[config.mk]
export PLATFORM = sky130hd
export DESIGN_NAME = hub_uart
export DESIGN_NICKNAME = d
export VERILOG_FILES = /design/src/hub_pkg.sv /design/src/hub_baud_gen.sv /design/src/hub_uart.sv
export SDC_FILE = /design/constraint.sdc
export NUM_CORES = 1
export LEC_CHECK = 0
export BUFFER_PORTS_ARGS = -buffer_cell sky130_fd_sc_hd__buf_2
export CAP_MARGIN = 25
export CORE_UTILIZATION = 63
export CTS_CLUSTER_DIAMETER = 150
export DETAILED_ROUTE_END_ITERATION = 12
export MAX_ROUTING_LAYER = met4
export PLACE_DENSITY = 0.85
export SLEW_MARGIN = 10
export SYNTH_ARGS = -nofsm -noshare
export SYNTH_HDL_FRONTEND = slang
export SYNTH_HIERARCHICAL = 1
export SYNTH_SLANG_ARGS = --single-unit
[constraint.sdc]
create_clock -name hclk -period 8.3 [get_ports hclk]
set_input_delay 1.66 -clock hclk [delete_from_list [all_inputs] [get_ports hclk]]
set_output_delay 1.66 -clock hclk [all_outputs]
set_load 0.05 [all_outputs]
[src/hub_pkg.sv]
// package: constants, types and register map of the host serial port with break reset
//==============================================================================
package hub_pkg;

  //==============================================================================
  // clock and rate
  localparam int unsigned HUB_CLK_HZ   = 10_000_000;
  localparam int unsigned HUB_OVS      = 16;
  // rate = setting / 0.004096, so ticks per clock = setting * 16 * 1e6 / (4096 * clk)
  localparam int unsigned HUB_RATE_NUM = 4096;
  localparam int unsigned HUB_RATE_DEN = 1_000_000;
  localparam logic [16:0] HUB_ACC_MOD  =
    17'(64'(HUB_CLK_HZ) * HUB_RATE_NUM / (64'(HUB_RATE_DEN) * HUB_OVS));
  localparam logic [3:0]  HUB_TK_LAST  = 4'h f;
  localparam logic [3:0]  HUB_TK_MID   = 4'h 7;
  localparam logic [2:0]  HUB_BIT_LAST = 3'h 7;

  //==============================================================================
  // register map, byte addresses
  localparam logic [7:0] HUB_A_CTRL  = 8'h 00;
  localparam logic [7:0] HUB_A_DIV   = 8'h 04;
  localparam logic [7:0] HUB_A_BRKTO = 8'h 08;
  localparam logic [7:0] HUB_A_STAT  = 8'h 0c;
  localparam logic [7:0] HUB_A_MASK  = 8'h 10;
  localparam logic [7:0] HUB_A_TXD   = 8'h 14;
  localparam logic [7:0] HUB_A_RXD   = 8'h 18;
  localparam logic [7:0] HUB_A_LINE  = 8'h 1c;

  localparam logic [15:0] HUB_DIV_RST   = 16'h 01d8;
  localparam logic [15:0] HUB_BRKTO_RST = 16'h 01a4;

  //==============================================================================
  // control, status and line fields
  typedef enum logic [1:0] {HUB_PAR_NONE, HUB_PAR_ODD, HUB_PAR_EVEN} hub_par_e;

  typedef struct packed {
    logic     send_break;
    logic     two_stop;
    hub_par_e parity;
    logic     flow_en;
  } hub_ctrl_s;

  typedef struct packed {
    logic overrun;
    logic break_seen;
    logic frame_err;
    logic parity_err;
    logic tx_done;
    logic rx_done;
  } hub_evt_s;

  // serial pins; each output carries its own enable
  typedef struct packed {
    logic rx;
    logic cts_n;
  } hub_ser_i_s;

  typedef struct packed {
    logic tx;
    logic tx_oe;
    logic rts_n;
    logic rts_n_oe;
  } hub_ser_o_s;

  typedef enum logic [2:0] {HUB_IDLE, HUB_START, HUB_DATA, HUB_PARB, HUB_STOP} hub_fsm_e;

endpackage

[src/hub_baud_gen.sv]
// module: fractional oversample tick generator driven by the divisor setting
`timescale 1ns/10ps
module hub_baud_gen (
  // clock and reset
  input  wire logic        hclk,
  input  wire logic        hresetn,
  // rate setting and tick
  input  wire logic [15:0] div_i,
  output logic             ovs_tick_o
);
  import hub_pkg::*;

  typedef struct packed {
    logic [16:0] acc;
    logic        tick;
  } hub_bg_s;

  hub_bg_s s_q;
  hub_bg_s s_d;
  logic [16:0] sum;

  //==============================================================================
  // accumulator; a setting above the modulus saturates at one tick per clock,
  // so the top rate is clk/16 here
  always_comb begin
    s_d = s_q;
    sum = s_q.acc + {1'b0, div_i};
    s_d.tick = 1'b0;
    if (sum >= HUB_ACC_MOD) begin
      s_d.tick = 1'b1;
      s_d.acc = (sum - HUB_ACC_MOD >= HUB_ACC_MOD) ? 17'h0_0000 : sum - HUB_ACC_MOD;
    end else begin
      s_d.acc = sum;
    end
  end

  always_ff @(posedge hclk or negedge hresetn) begin
    if (!hresetn) begin
      s_q <= '0;
    end else begin
      s_q <= s_d;
    end
  end

  assign ovs_tick_o = s_q.tick;
endmodule

[src/hub_uart.sv]
// module: host serial port with register bus, framing, flow control and break reset
`timescale 1ns/10ps
module hub_uart (
  // clock and reset
  input  wire logic                hclk,
  input  wire logic                hresetn,
  // ahb-lite slave
  input  wire logic                hsel,
  input  wire logic [31:0]         haddr,
  input  wire logic [1:0]          htrans,
  input  wire logic                hwrite,
  input  wire logic [2:0]          hsize,
  input  wire logic [31:0]         hwdata,
  input  wire logic                hready,
  output logic                     hreadyout,
  output logic                     hresp,
  output logic [31:0]              hrdata,
  // serial pins
  input  wire hub_pkg::hub_ser_i_s ser_i,
  output hub_pkg::hub_ser_o_s      ser_o,
  // system
  output logic                     irq,
  output logic                     chip_reset_req
);
  import hub_pkg::*;

  typedef struct packed {
    logic [2:0]  rx_sync;
    logic [2:0]  cts_sync;
    logic        rx_f;
    logic        cts_f;
    logic        oe;
    logic        dp_v;
    logic        dp_w;
    logic [7:0]  dp_a;
    logic        rd_done;
    logic [31:0] rdata;
    hub_ctrl_s   ctrl;
    logic [15:0] div;
    logic [15:0] brk_to;
    hub_evt_s    stat;
    hub_evt_s    mask;
    logic [7:0]  txh;
    logic        txh_full;
    hub_fsm_e    tx_st;
    logic [3:0]  tx_tk;
    logic [2:0]  tx_bit;
    logic [7:0]  tx_sh;
    logic        tx_par;
    logic        tx_stop2;
    logic        tx;
    hub_fsm_e    rx_st;
    logic [3:0]  rx_tk;
    logic [2:0]  rx_bit;
    logic [7:0]  rx_sh;
    logic        rx_par;
    logic [7:0]  rxd;
    logic        rx_full;
    logic [3:0]  brk_sub;
    logic [15:0] brk_cnt;
    logic        brk_fired;
    logic        rst_req;
    logic        rts_n;
  } hub_state_s;

  hub_state_s s_q;
  hub_state_s s_d;
  logic       ovs_tick;
  hub_evt_s   ev;
  hub_evt_s   clr;
  logic       wr;
  logic       rd;
  logic       tx_line;

  hub_baud_gen u_baud (
    .hclk       (hclk),
    .hresetn    (hresetn),
    .div_i      (s_q.div),
    .ovs_tick_o (ovs_tick)
  );

  //==============================================================================
  // next state
  always_comb begin
    s_d = s_q;
    ev = '0;
    clr = '0;
    tx_line = 1'b1;
    s_d.rst_req = 1'b0;
    s_d.oe = 1'b1;

    // pins settle through three flops; a level counts once flops two and three agree
    s_d.rx_sync = {s_q.rx_sync[1:0], ser_i.rx};
    s_d.cts_sync = {s_q.cts_sync[1:0], ser_i.cts_n};
    if (s_q.rx_sync[1] == s_q.rx_sync[2]) begin
      s_d.rx_f = s_q.rx_sync[2];
    end
    if (s_q.cts_sync[1] == s_q.cts_sync[2]) begin
      s_d.cts_f = s_q.cts_sync[2];
    end

    // bus: writes complete with no wait; a read waits one cycle so that
    // it always sees the effect of a write just before it
    wr = s_q.dp_v && s_q.dp_w;
    rd = s_q.dp_v && !s_q.dp_w && !s_q.rd_done;
    if (hsel && hready && htrans[1]) begin
      s_d.dp_v = 1'b1;
      s_d.dp_w = hwrite;
      s_d.dp_a = haddr[7:0];
      s_d.rd_done = 1'b0;
    end else if (hready) begin
      s_d.dp_v = 1'b0;
    end
    if (wr) begin
      unique case (s_q.dp_a)
        HUB_A_CTRL:  s_d.ctrl = hub_ctrl_s'(hwdata[$bits(hub_ctrl_s)-1:0]);
        HUB_A_DIV:   s_d.div = hwdata[15:0];
        HUB_A_BRKTO: s_d.brk_to = hwdata[15:0];
        HUB_A_STAT:  clr = hub_evt_s'(hwdata[$bits(hub_evt_s)-1:0]);
        HUB_A_MASK:  s_d.mask = hub_evt_s'(hwdata[$bits(hub_evt_s)-1:0]);
        HUB_A_TXD: begin
          // a write while the holding byte is still waiting is dropped
          if (!s_q.txh_full) begin
            s_d.txh = hwdata[7:0];
            s_d.txh_full = 1'b1;
          end
        end
        default: ;
      endcase
    end
    if (rd) begin
      s_d.rd_done = 1'b1;
      unique case (s_q.dp_a)
        HUB_A_CTRL:  s_d.rdata = 32'(s_q.ctrl);
        HUB_A_DIV:   s_d.rdata = 32'(s_q.div);
        HUB_A_BRKTO: s_d.rdata = 32'(s_q.brk_to);
        HUB_A_STAT:  s_d.rdata = 32'(s_q.stat);
        HUB_A_MASK:  s_d.rdata = 32'(s_q.mask);
        HUB_A_TXD:   s_d.rdata = 32'(s_q.txh);
        HUB_A_RXD: begin
          s_d.rdata = 32'(s_q.rxd);
          s_d.rx_full = 1'b0;
        end
        HUB_A_LINE:  s_d.rdata = 32'({s_q.tx_st != HUB_IDLE, s_q.txh_full, s_q.rx_full,
                                      s_q.rx_f, s_q.cts_f});
        default:     s_d.rdata = 32'h0000_0000;
      endcase
    end

    //==========================================================================
    // transmitter
    if (s_q.tx_st == HUB_IDLE) begin
      if (s_q.txh_full && !s_q.ctrl.send_break
          && (!s_q.ctrl.flow_en || !s_q.cts_f)) begin
        s_d.tx_st = HUB_START;
        s_d.tx_sh = s_q.txh;
        s_d.txh_full = 1'b0;
        s_d.tx_tk = '0;
        s_d.tx_par = 1'b0;
        s_d.tx_stop2 = 1'b0;
      end
    end else if (ovs_tick) begin
      s_d.tx_tk = s_q.tx_tk + 4'h1;
      if (s_q.tx_tk == HUB_TK_LAST) begin
        unique case (s_q.tx_st)
          HUB_START: begin
            s_d.tx_st = HUB_DATA;
            s_d.tx_bit = '0;
          end
          HUB_DATA: begin
            s_d.tx_par = s_q.tx_par ^ s_q.tx_sh[0];
            s_d.tx_sh = {1'b0, s_q.tx_sh[7:1]};
            s_d.tx_bit = s_q.tx_bit + 3'h1;
            if (s_q.tx_bit == HUB_BIT_LAST) begin
              s_d.tx_st = (s_q.ctrl.parity == HUB_PAR_NONE) ? HUB_STOP : HUB_PARB;
            end
          end
          HUB_PARB: s_d.tx_st = HUB_STOP;
          HUB_STOP: begin
            if (s_q.ctrl.two_stop && !s_q.tx_stop2) begin
              s_d.tx_stop2 = 1'b1;
            end else begin
              s_d.tx_st = HUB_IDLE;
              ev.tx_done = 1'b1;
            end
          end
          default: s_d.tx_st = HUB_IDLE;
        endcase
      end
    end
    // the line level is a function of the next state so pin and state agree
    unique case (s_d.tx_st)
      HUB_START: tx_line = 1'b0;
      HUB_DATA:  tx_line = s_d.tx_sh[0];
      HUB_PARB:  tx_line = (s_d.ctrl.parity == HUB_PAR_ODD) ? ~s_d.tx_par : s_d.tx_par;
      default:   tx_line = 1'b1;
    endcase
    s_d.tx = tx_line && !s_d.ctrl.send_break;

    //==========================================================================
    // receiver, sampling at mid-bit
    if (s_q.rx_st == HUB_IDLE) begin
      if (!s_q.rx_f) begin
        s_d.rx_st = HUB_START;
        s_d.rx_tk = '0;
      end
    end else if (ovs_tick) begin
      s_d.rx_tk = s_q.rx_tk + 4'h1;
      unique case (s_q.rx_st)
        HUB_START: begin
          if (s_q.rx_tk == HUB_TK_MID) begin
            // a short glitch is not a start bit
            s_d.rx_st = s_q.rx_f ? HUB_IDLE : HUB_DATA;
            s_d.rx_tk = '0;
            s_d.rx_bit = '0;
            s_d.rx_par = 1'b0;
          end
        end
        HUB_DATA: begin
          if (s_q.rx_tk == HUB_TK_LAST) begin
            s_d.rx_sh = {s_q.rx_f, s_q.rx_sh[7:1]};
            s_d.rx_par = s_q.rx_par ^ s_q.rx_f;
            s_d.rx_bit = s_q.rx_bit + 3'h1;
            if (s_q.rx_bit == HUB_BIT_LAST) begin
              s_d.rx_st = (s_q.ctrl.parity == HUB_PAR_NONE) ? HUB_STOP : HUB_PARB;
            end
          end
        end
        HUB_PARB: begin
          if (s_q.rx_tk == HUB_TK_LAST) begin
            ev.parity_err = (s_q.rx_par ^ s_q.rx_f) != (s_q.ctrl.parity == HUB_PAR_ODD);
            s_d.rx_st = HUB_STOP;
          end
        end
        HUB_STOP: begin
          // only the first stop bit is checked; a second one reads as idle
          if (s_q.rx_tk == HUB_TK_LAST) begin
            ev.frame_err = !s_q.rx_f;
            ev.rx_done = 1'b1;
            ev.overrun = s_d.rx_full;
            s_d.rxd = s_q.rx_sh;
            s_d.rx_full = 1'b1;
            s_d.rx_st = HUB_IDLE;
          end
        end
        default: s_d.rx_st = HUB_IDLE;
      endcase
    end
    // request-to-send high tells the host to hold off
    s_d.rts_n = s_q.ctrl.flow_en && s_q.rx_full;

    //==========================================================================
    // break detection: count whole bit times of unbroken low on the line
    if (s_q.rx_f) begin
      s_d.brk_sub = '0;
      s_d.brk_cnt = '0;
      s_d.brk_fired = 1'b0;
    end else begin
      if (ovs_tick) begin
        s_d.brk_sub = s_q.brk_sub + 4'h1;
        if (s_q.brk_sub == HUB_TK_LAST && s_q.brk_cnt != 16'h ffff) begin
          s_d.brk_cnt = s_q.brk_cnt + 16'h0001;
        end
      end
      if (s_q.brk_cnt > s_q.brk_to && !s_q.brk_fired) begin
        s_d.brk_fired = 1'b1;
        s_d.rst_req = 1'b1;
        ev.break_seen = 1'b1;
      end
    end

    // sticky status: an event in the clearing cycle survives
    s_d.stat = hub_evt_s'((s_q.stat & ~clr) | ev);
  end

  //==============================================================================
  // single state register
  always_ff @(posedge hclk or negedge hresetn) begin
    if (!hresetn) begin
      s_q <= '0;
      s_q.rx_sync <= 3'h7;
      s_q.cts_sync <= 3'h7;
      s_q.rx_f <= 1'b1;
      s_q.cts_f <= 1'b1;
      s_q.div <= HUB_DIV_RST;
      s_q.brk_to <= HUB_BRKTO_RST;
      s_q.tx <= 1'b1;
    end else begin
      s_q <= s_d;
    end
  end

  //==============================================================================
  // outputs
  assign hreadyout = !(s_q.dp_v && !s_q.dp_w && !s_q.rd_done);
  assign hresp = 1'b0;
  assign hrdata = s_q.rdata;
  assign irq = |(s_q.stat & s_q.mask);
  assign chip_reset_req = s_q.rst_req;
  // both outputs float together until the first clock after reset
  assign ser_o.tx = s_q.tx;
  assign ser_o.rts_n = s_q.rts_n;
  assign ser_o.tx_oe = s_q.oe;
  assign ser_o.rts_n_oe = s_q.oe;
endmodule

## Word level (Yosys, flattened, before mapping)

Cells that the tools add are included.

| operators by class | value |
|---|---|
| add/sub/neg operators | 8 |
| magnitude comparators | 3 |
| equal/unequal tests | 39 |
| muxes and demuxes | 81 |
| bitwise logic cells | 10 |
| reductions and logical operators | 57 |

Operators by type and width:

| cell | number |
|---|---|
| 16-bit one-hot mux with 8 select lines | 1 |
| 16-bit 2-to-1 mux | 3 |
| 20-bit 2-to-1 mux | 2 |
| 37-bit 2-to-1 mux | 1 |
| 17-bit by 12-bit >= comparator with 1-bit output, second input constant | 2 |
| 1-bit 2-to-1 mux | 34 |
| 17-bit 2-to-1 mux | 2 |
| 33-bit 2-to-1 mux | 1 |
| 8-bit by 5-bit == test with 1-bit output, second input constant | 4 |
| 10-bit 2-to-1 mux | 3 |
| 28-bit 2-to-1 mux | 1 |
| 9-bit 2-to-1 mux | 3 |
| 2-bit nonzero test | 13 |
| 3-bit 2-to-1 mux | 8 |
| 3-bit one-hot mux with 4 select lines | 2 |
| 21-bit 2-to-1 mux | 1 |
| 7-bit 2-to-1 mux | 3 |
| 3-bit by 2-bit == test with 1-bit output, second input constant | 6 |
| 17-bit by 16-bit adder with 17-bit output | 1 |
| 17-bit by 12-bit subtractor with 17-bit output, second input constant | 1 |
| 16-bit by 1-bit adder with 16-bit output, second input constant | 1 |
| 8-bit by 4-bit == test with 1-bit output, second input constant | 2 |
| 16-bit greater-than comparator | 1 |
| 8-bit 2-to-1 mux | 2 |
| other kinds (41) | 100 |

| word-level totals | value |
|---|---|
| flip-flop bits (word level) | 200 |
| output and inout port bits | 40 |
| word-level logic and storage cells | 250 |

## Depth between registers and ports, before layout

Gate-level depths: netlist of the first run.

| depth | value |
|---|---|
| word-level depth | 11 |
| gate-level depth with buffers | 14 |
| depth with buffers taken out | 14 |

## Cells and area by module

The synthesis of the first run kept the hierarchy.

By module, submodules not included:

| module | instances | cells an instance | area each (um^2) |
|---|---|---|---|
| hub_uart | 1 | 741 | 8079.0 |
| hub_baud_gen | 1 | 180 | 1655.3 |

## Worst setup path before layout of the first run

Ideal clock, no wire load.

| path | value |
|---|---|
| path type | register to register |
| start | reg s_q[109] (netlist name) |
| end | reg u_baud/s_q[1] (netlist name) |
| setup time | 0.133 ns |
| arrival | 3.106 ns |
| setup slack | 5.060 ns |
| cell stages (with the launch flop) | 15 |
| buffers on the path | 0 |
| clock period less this slack | 3.240 ns |
| cells stage by stage | dfrtp_1 ha_1 fa_1 a21o_1 nand4_1 a21oi_1 o211a_1 inv_1 ha_1 nor4b_1 o21ai_0 a2111oi_4 nand4_1 a21oi_2 nor3b_1 |

RTL lines:

| what | line | RTL |
|---|---|---|
| start: declaration | hub_uart.sv:66 | `hub_state_s s_q;` |
| end signal: assignment | hub_baud_gen.sv:39 | `s_q <= '0;` |
| end signal: assignment | hub_baud_gen.sv:41 | `s_q <= s_d;` |
| end: declaration | hub_baud_gen.sv:18 | `hub_bg_s s_q;` |

==> flow_metrics.env, run 1 <==
export IMPL_outcome="completed"
export IMPL_hold_slack_ns=0.357
export IMPL_setup_viol=0
export IMPL_vias=7147
export IMPL_synth_edff_count=0
export IMPL_num_rows=45
export IMPL_seqPwrFrac=0.476
export IMPL_timing_final_crit_share=0.470
export IMPL_internal_power_w=0.00157
export IMPL_worst_path_buf_inv=1
export IMPL_slowest_stage="fa_1"
export IMPL_drive_gt1_frac=0.187
export IMPL_ys_seq_area_frac=0.475
export IMPL_period_minus_slack_ns=3.90
export IMPL_numCtsBuffers=17
export IMPL_antenna_found_initial=1
export IMPL_ir_worst_vdd_v=0.000153
export IMPL_critical_path_top_delay_family="compound AO/OA/AOI/OAI gates"
export IMPL_die_y_um=126
export IMPL_clk_latency_ns=0.45
export IMPL_slew_limit_headroom=0.380
export IMPL_cts_sinks=184
export IMPL_wl_per_cell_um=18.8
export IMPL_start_util=0.643
export IMPL_grt_usage=0.296
export IMPL_power_leakage_nw=5.03
export IMPL_p_switching_w=0.000668
export IMPL_cap_viol_max_count=0
export IMPL_synth_top_cell_area_share=0.427
export IMPL_fin_setup_tns_ns=0
export IMPL_drt_iter0_markers=590
export IMPL_max_freq_ghz=0.256
export IMPL_path_max_fanout=6
export IMPL_synth_cells=921
export IMPL_gp_congestion=0.957
export IMPL_post_cts_setup_buffer_count=0
export IMPL_numPortBuffers=54
export IMPL_critPathMostFrequentCell="ha_1"
export IMPL_dieArea_mm2=0.0160
export IMPL_cts_tree="built"
export IMPL_arrival_ns=4.22
export IMPL_final_hold_viol_count=0
export IMPL_clockRootBuffer="clkbuf_16"
export IMPL_tightest_slew_ns=0.930
export IMPL_swShare=0.298
export IMPL_skew_ns=0.0132
export IMPL_comb_power_share=0.167
export IMPL_syn_area_mm2=0.00973
export IMPL_dr_pass1_iters=5
export IMPL_core_mm2=0.0151
export IMPL_yosysTopAreaCell="dfrtp_1"
export IMPL_ys_warn_count=6
export IMPL_start_kind="flop"
export IMPL_die_w_um=126
export IMPL_ctsHtreeMaxLevel=4
export IMPL_cts_hold_buffers=0
export IMPL_drt_wl_total_um=21700
export IMPL_final_util=0.698
export IMPL_cpPeakStageDelay_ns=0.45
export IMPL_min_path_type="reg2reg"
export IMPL_fin_ws_ns=4.40
export IMPL_cts_resized=0
export IMPL_fin_nets=1068
export IMPL_slew_violations=0
export IMPL_drc_errors=0
export IMPL_synth_cell_type_count=82
export IMPL_grt_max_degree=111
export IMPL_grt_pass1_vias=6838
export IMPL_vias_per_cell=6.20
export IMPL_area_growth_pct=8.62
export IMPL_ios=116
export IMPL_dpl_worst_slack_ns=4.49
export IMPL_path_clk_slew_ns=0.07
export IMPL_async_flop_share=1.00
export IMPL_p_per_area_mw_per_mm2=212
export IMPL_crit_type="reg2reg"
export IMPL_clkPwrFrac=0.357
export IMPL_hpwl_um=15000
export IMPL_grt_overflow=0
export IMPL_grt_setup_unrepaired="no"
export IMPL_cts_buffer_depth=2
export IMPL_worstPathCellList="ha_1, fa_1, a21o_1, nand4_1, a21oi_1, o211a_1, inv_1, ha_1, nor4b_1, o21ai_0, a2111oi_4, nand2_1, and3_1, o2111ai_1"
export IMPL_endpoint_kind="flop"
export IMPL_synth_top_cells_by_area="dfrtp_1 43%, ha_1 5.3%, mux2_2 5.0%, dfstp_2 4.9%, nand2_1 3.6%"
export IMPL_grt_first_pass_wirelength_um=35100
export IMPL_synth_ff_type="dfrtp_1"
export IMPL_required_ns=8.62
export IMPL_drt_antenna_violating_nets=0
export IMPL_syn_area_per_cell_um2=10.6
export IMPL_synth_ff_latch_count=184
layer usage:
layer	vias up	GRT usage	wire, µm	part of all wire
met1	3514	0.387	9450	0.44
met5	-	-	0	0
li1	3349	-	-	-
met2	230	0.455	10400	0.48
met4	0	0.131	682	0.031
met3	54	0.0548	1100	0.051
stage by stage:
| step | total power (W) | std cells | instance area, µm² |
|---|---|---|---|
| final | 0.00224 | 1152 | 10600 |
| after global placement | 0.00142 | 1116 | 9950 |
| after detailed placement | 0.00144 | 1118 | 9970 |
| after CTS | 0.00224 | 1150 | 10500 |
| after floorplan | 0.00135 | 941 | 9810 |
| after global routing | 0.00233 | 1152 | 10600 |
power groups by stage:
| stage | registers (W) | logic (W) | clock network, W |
|---|---|---|---|
| 2_1_floorplan | 0.00103 | 0.000321 | 0 |
| 3_3_place_gp | 0.00107 | 0.000352 | 0 |
| 3_5_place_dp | 0.00108 | 0.000366 | 0 |
| 4_1_cts | 0.00106 | 0.000370 | 0.000806 |
| 5_1_grt | 0.00108 | 0.000413 | 0.000845 |
| 6_report | 0.00106 | 0.000373 | 0.000799 |
final timing paths:
path / start / endpoint / slack (ns) / cells after the start
max: s_q[109] / u_baud/ovs_tick_o / 4.40 / 14
min: s_d[177] / s_d[178] / 0.36 / 0
max reg2reg: s_q[109] / u_baud/ovs_tick_o / 4.40 / 14
min reg2reg: s_d[177] / s_d[178] / 0.36 / 0
max in group asynchronous: hresetn / s_q[117] / 5.86 / 3
min in group asynchronous: hresetn / s_q[59] / 1.33 / 1
cells in the mapped netlist (all sizes together) (4+ instances only):
cell type and n:
mux2i 12, nand3 19, a21oi 34, nor2b 8, xor2 19, a22oi 22
inv 31, nand4 19, a31oi 10, a211oi 6, and4 5, and3 9
mux2 60, and2 7, clkbuf 22, or3 6, nor2 55, ha 41
a221oi 4, nor4b 5, nor3 14, dfrtp 166, o31ai 4, xnor2 12
buf 52, nor4 12, nor3b 10, a21o 16, o21ai 56, dfstp 18
o211ai 5, a22o 9, o2111ai 4, nand2 94, or4 4, nand2b 5
a2111oi 6
registers in the layout (all words and copies together), names as in the netlist:
register           flops
hrdata                16
u_baud/s_q            17
u_baud/ovs_tick_o      1
s_d                    4
chip_reset_req         1
s_q                  142
ser_o                  3
cell families after synthesis:
family                     Yosys count  share of synthesized area
xor gates and xnor gates            31                     0.0294
and+or+nand+nor                    281                      0.150
buffers and inverters              105                     0.0572
AOI/OAI and AO/OA                  201                      0.148
adders and majority gates           44                     0.0568
other                                3                    0.00116
DFF                                184                      0.475
muxes                               72                     0.0817
final cells by class:
type,count,area [µm²]
diodes,1,2.50
well taps,188,235
fillers,1096,4570
repair buffers,64,378
clock inverters,10,123
multi-input cells,652,4640
clock buffers,22,454
inverters,31,116
flip-flops and latches,184,4630
worst register-to-register path, delay by kind of cell (launching register included):
family                   cells  cell delay [ns]
adder cells (fa/ha/maj)      3             0.86
AND/OR/NAND/NOR              4             0.77
flip-flops                   1             0.41
AO/OA/AOI/OAI                6             1.58
buffers and inverters        1             0.15
cell usage in the layout (no fill, tap or decap), types with 16 or more instances in the layout:
| master | n |
|---|---|
| buf_2 | 53 |
| a22oi_1 | 22 |
| ha_1 | 41 |
| o21ai_1 | 26 |
| o21ai_0 | 29 |
| mux2_2 | 43 |
| nand3_1 | 19 |
| clkbuf_16 | 17 |
| xor2_1 | 17 |
| inv_1 | 30 |
| a21oi_1 | 32 |
| dfrtp_1 | 166 |
| nand2_1 | 94 |
| nand4_1 | 19 |
| nor2_1 | 54 |
| conb_1 | 23 |
| a21o_1 | 16 |
| dfstp_2 | 18 |
| mux2_1 | 17 |
Power figures use the tool's default switching activity.
==> run 2, diff against run 1 <==
--- a/config.mk
+++ b/config.mk
@@ -7,11 +7,11 @@
 export LEC_CHECK = 0
 export BUFFER_PORTS_ARGS = -buffer_cell sky130_fd_sc_hd__buf_2
 export CAP_MARGIN = 25
-export CORE_UTILIZATION = 63
+export CORE_UTILIZATION = 59
 export CTS_CLUSTER_DIAMETER = 150
 export DETAILED_ROUTE_END_ITERATION = 12
 export MAX_ROUTING_LAYER = met4
-export PLACE_DENSITY = 0.85
+export PLACE_DENSITY = 0.81
 export SLEW_MARGIN = 10
 export SYNTH_ARGS = -nofsm -noshare
 export SYNTH_HDL_FRONTEND = slang
==> constraint.sdc (replaced) <==
create_clock -name hclk -period 3.74 [get_ports hclk]
set_input_delay 0.748 -clock hclk [delete_from_list [all_inputs] [get_ports hclk]]
set_output_delay 0.748 -clock hclk [all_outputs]
set_load 0.05 [all_outputs]
==> run 2 against run 1 <==
Wire length decreased by 1.8%. Worst hold slack worse by 0.0099 ns. Cell area grew 0.86%. Highest routed layer unchanged. Clock skew is 0.0045 ns lower. Critical path type unchanged. Largest power group unchanged. Register-to-register slack worse by 4.2 ns.
==> flow_metrics.env, run 2 (synthesis results as in run 1) <==
export IMPL_dr_pass1_iters=5
export IMPL_slew_violations=0
export IMPL_fin_ws_ns=0.237
export IMPL_hpwl_um=15000
export IMPL_skew_ns=0.00867
export IMPL_tightest_slew_ns=0.926
export IMPL_gp_congestion=0.965
export IMPL_slew_limit_headroom=0.383
export IMPL_clk_latency_ns=0.43
export IMPL_final_util=0.667
export IMPL_grt_first_pass_wirelength_um=34700
export IMPL_layout_common_cells="166 x dfrtp_1, 94 x nand2_1, 54 x nor2_1, 53 x buf_2, 43 x mux2_2"
export IMPL_num_rows=46
export IMPL_p_per_area_mw_per_mm2=469
export IMPL_numCtsBuffers=17
export IMPL_cts_sinks=184
export IMPL_critical_path_startpoint="s_q[109]"
export IMPL_min_path_type="reg2reg"
export IMPL_r2r_slack_ns=0.24
export IMPL_cts_buffer_depth=2
export IMPL_arrival_ns=3.80
export IMPL_drc_errors=0
export IMPL_ios=116
export IMPL_cpPeakStageDelay_ns=0.40
export IMPL_max_freq_ghz=0.286
export IMPL_grt_usage=0.275
export IMPL_setup_viol=0
export IMPL_vias_per_cell=6.07
export IMPL_ir_worst_vdd_v=0.000347
export IMPL_fillCellCount=1247
export IMPL_dieArea_mm2=0.0170
export IMPL_start_kind="flop"
export IMPL_drt_wl_total_um=21300
export IMPL_final_hold_viol_count=0
export IMPL_grt_max_degree=103
export IMPL_slowest_stage="dfrtp_1"
export IMPL_mostFrequentLayoutCell="dfrtp_1"
export IMPL_outcome="completed"
export IMPL_period_minus_slack_ns=3.50
export IMPL_drt_iter0_markers=590
export IMPL_antenna_found_initial=1
export IMPL_regMostFlops="s_q"
export IMPL_core_mm2=0.0160
export IMPL_path_clk_slew_ns=0.07
export IMPL_clockRootBuffer="clkbuf_16"
export IMPL_cts_tree="built"
export IMPL_crit_type="reg2reg"
export IMPL_endpoint_kind="flop"
export IMPL_required_ns=4.04
export IMPL_layoutNonFillerInstCount=1184
export IMPL_die_w_um=130
export IMPL_drt_antenna_violating_nets=0
export IMPL_endpoint="u_baud/s_q[2]"
export IMPL_worstPathCellList="ha_1, fa_2, a21o_1, nand4_1, a21oi_1, o211a_1, inv_1, ha_1, nor4b_2, o21ai_1, a2111oi_4, nand4_1, a21oi_4, nor3b_1"
export IMPL_dpl_worst_slack_ns=0.0561
export IMPL_ctsHtreeMaxLevel=4
export IMPL_power_leakage_nw=5.06
export IMPL_reg2reg_to="u_baud/s_q[2]"
export IMPL_hp_start="s_d[180]"
export IMPL_area_growth_pct=9.56
export IMPL_drive_gt1_frac=0.194
export IMPL_start_util=0.608
export IMPL_cap_viol_max_count=0
export IMPL_numPortBuffers=54
export IMPL_post_cts_setup_buffer_count=0
export IMPL_ff2ff_path_depth=14
export IMPL_path_max_fanout=8
export IMPL_grt_pass1_vias=6883
export IMPL_vias=7187
export IMPL_cts_hold_buffers=0
export IMPL_placedCellCount=1151
export IMPL_timing_final_crit_share=0.937
export IMPL_die_y_um=130
export IMPL_wl_per_cell_um=18.0
export IMPL_largest_reg_flops=142
export IMPL_grt_overflow=0
export IMPL_fin_nets=1072
export IMPL_rr_startpoint="s_q[109]"
-- run 2: repair_timing --
| action | in CTS | in global routing |
|---|---|---|
| endpoints found under the hold margin | 0 | 0 |
| endpoints found under the setup margin | 8 | 9 |
| resized for setup | 1 | 5 |
| pin swaps | 0 | 2 |
-- run 2: area by class of cell --
cell class	instances	area [µm²]	share of cell area
Multi-Input combinational cell	652	4660	0.437
Sequential cell	184	4630	0.434
Clock buffer	21	440	0.0413
Timing Repair Buffer	68	397	0.0372
Tap cell	216	270	0.0253
Clock inverter	11	149	0.0140
Inverter	31	116	0.0109
Antenna cell	1	2.50	0.000235
-- run 2: critical path, delay by kind of cell, from the launching register on --
kind                       cells  cell delay (ns)
AOI/OAI and AO/OA              6             1.39
buffers and inverters          1             0.13
and+or+nand+nor                4             0.63
DFF                            1             0.40
adders and majority gates      3             0.79
-- run 2: how the worst min path moves through the flow --
stage	slack [ns]	to	cells past startpoint
after detailed placement	0.35	s_d[181]	0
after global placement	0.35	s_d[181]	0
after floorplan	0.35	s_d[178]	0
after CTS	0.35	s_d[181]	0
after global routing	0.35	s_d[181]	0
final	0.35	s_d[181]	0
-- run 2: report_power, final --
part	internal, W	switching, W	leakage, nW
combinational	0.000320	0.000508	2.41
sequential	0.00216	0.000205	2.36
clock	0.00106	0.000758	0.290
total	0.00354	0.00147	5.06
-- run 2: stage by stage --
step	area [µm²]	hold slack, ns	total power (W)	TNS [ns]
2_1_floorplan	9810	0.345	0.00300	0
3_3_place_gp	10000	0.345	0.00317	0
3_5_place_dp	10000	0.347	0.00320	0
4_1_cts	10600	0.350	0.00503	0
5_1_grt	10700	0.354	0.00523	-0.0144
6_report	10700	0.347	0.00501	0
-- run 2: per-layer routing --
| metal | part of all wire | GRT usage | vias to the layer above |
|---|---|---|---|
| li1 | - | - | 3349 |
| met1 | 0.45 | 0.370 | 3552 |
| met2 | 0.46 | 0.412 | 240 |
| met3 | 0.053 | 0.0472 | 46 |
| met4 | 0.029 | 0.121 | 0 |
| met5 | 0 | - | - |
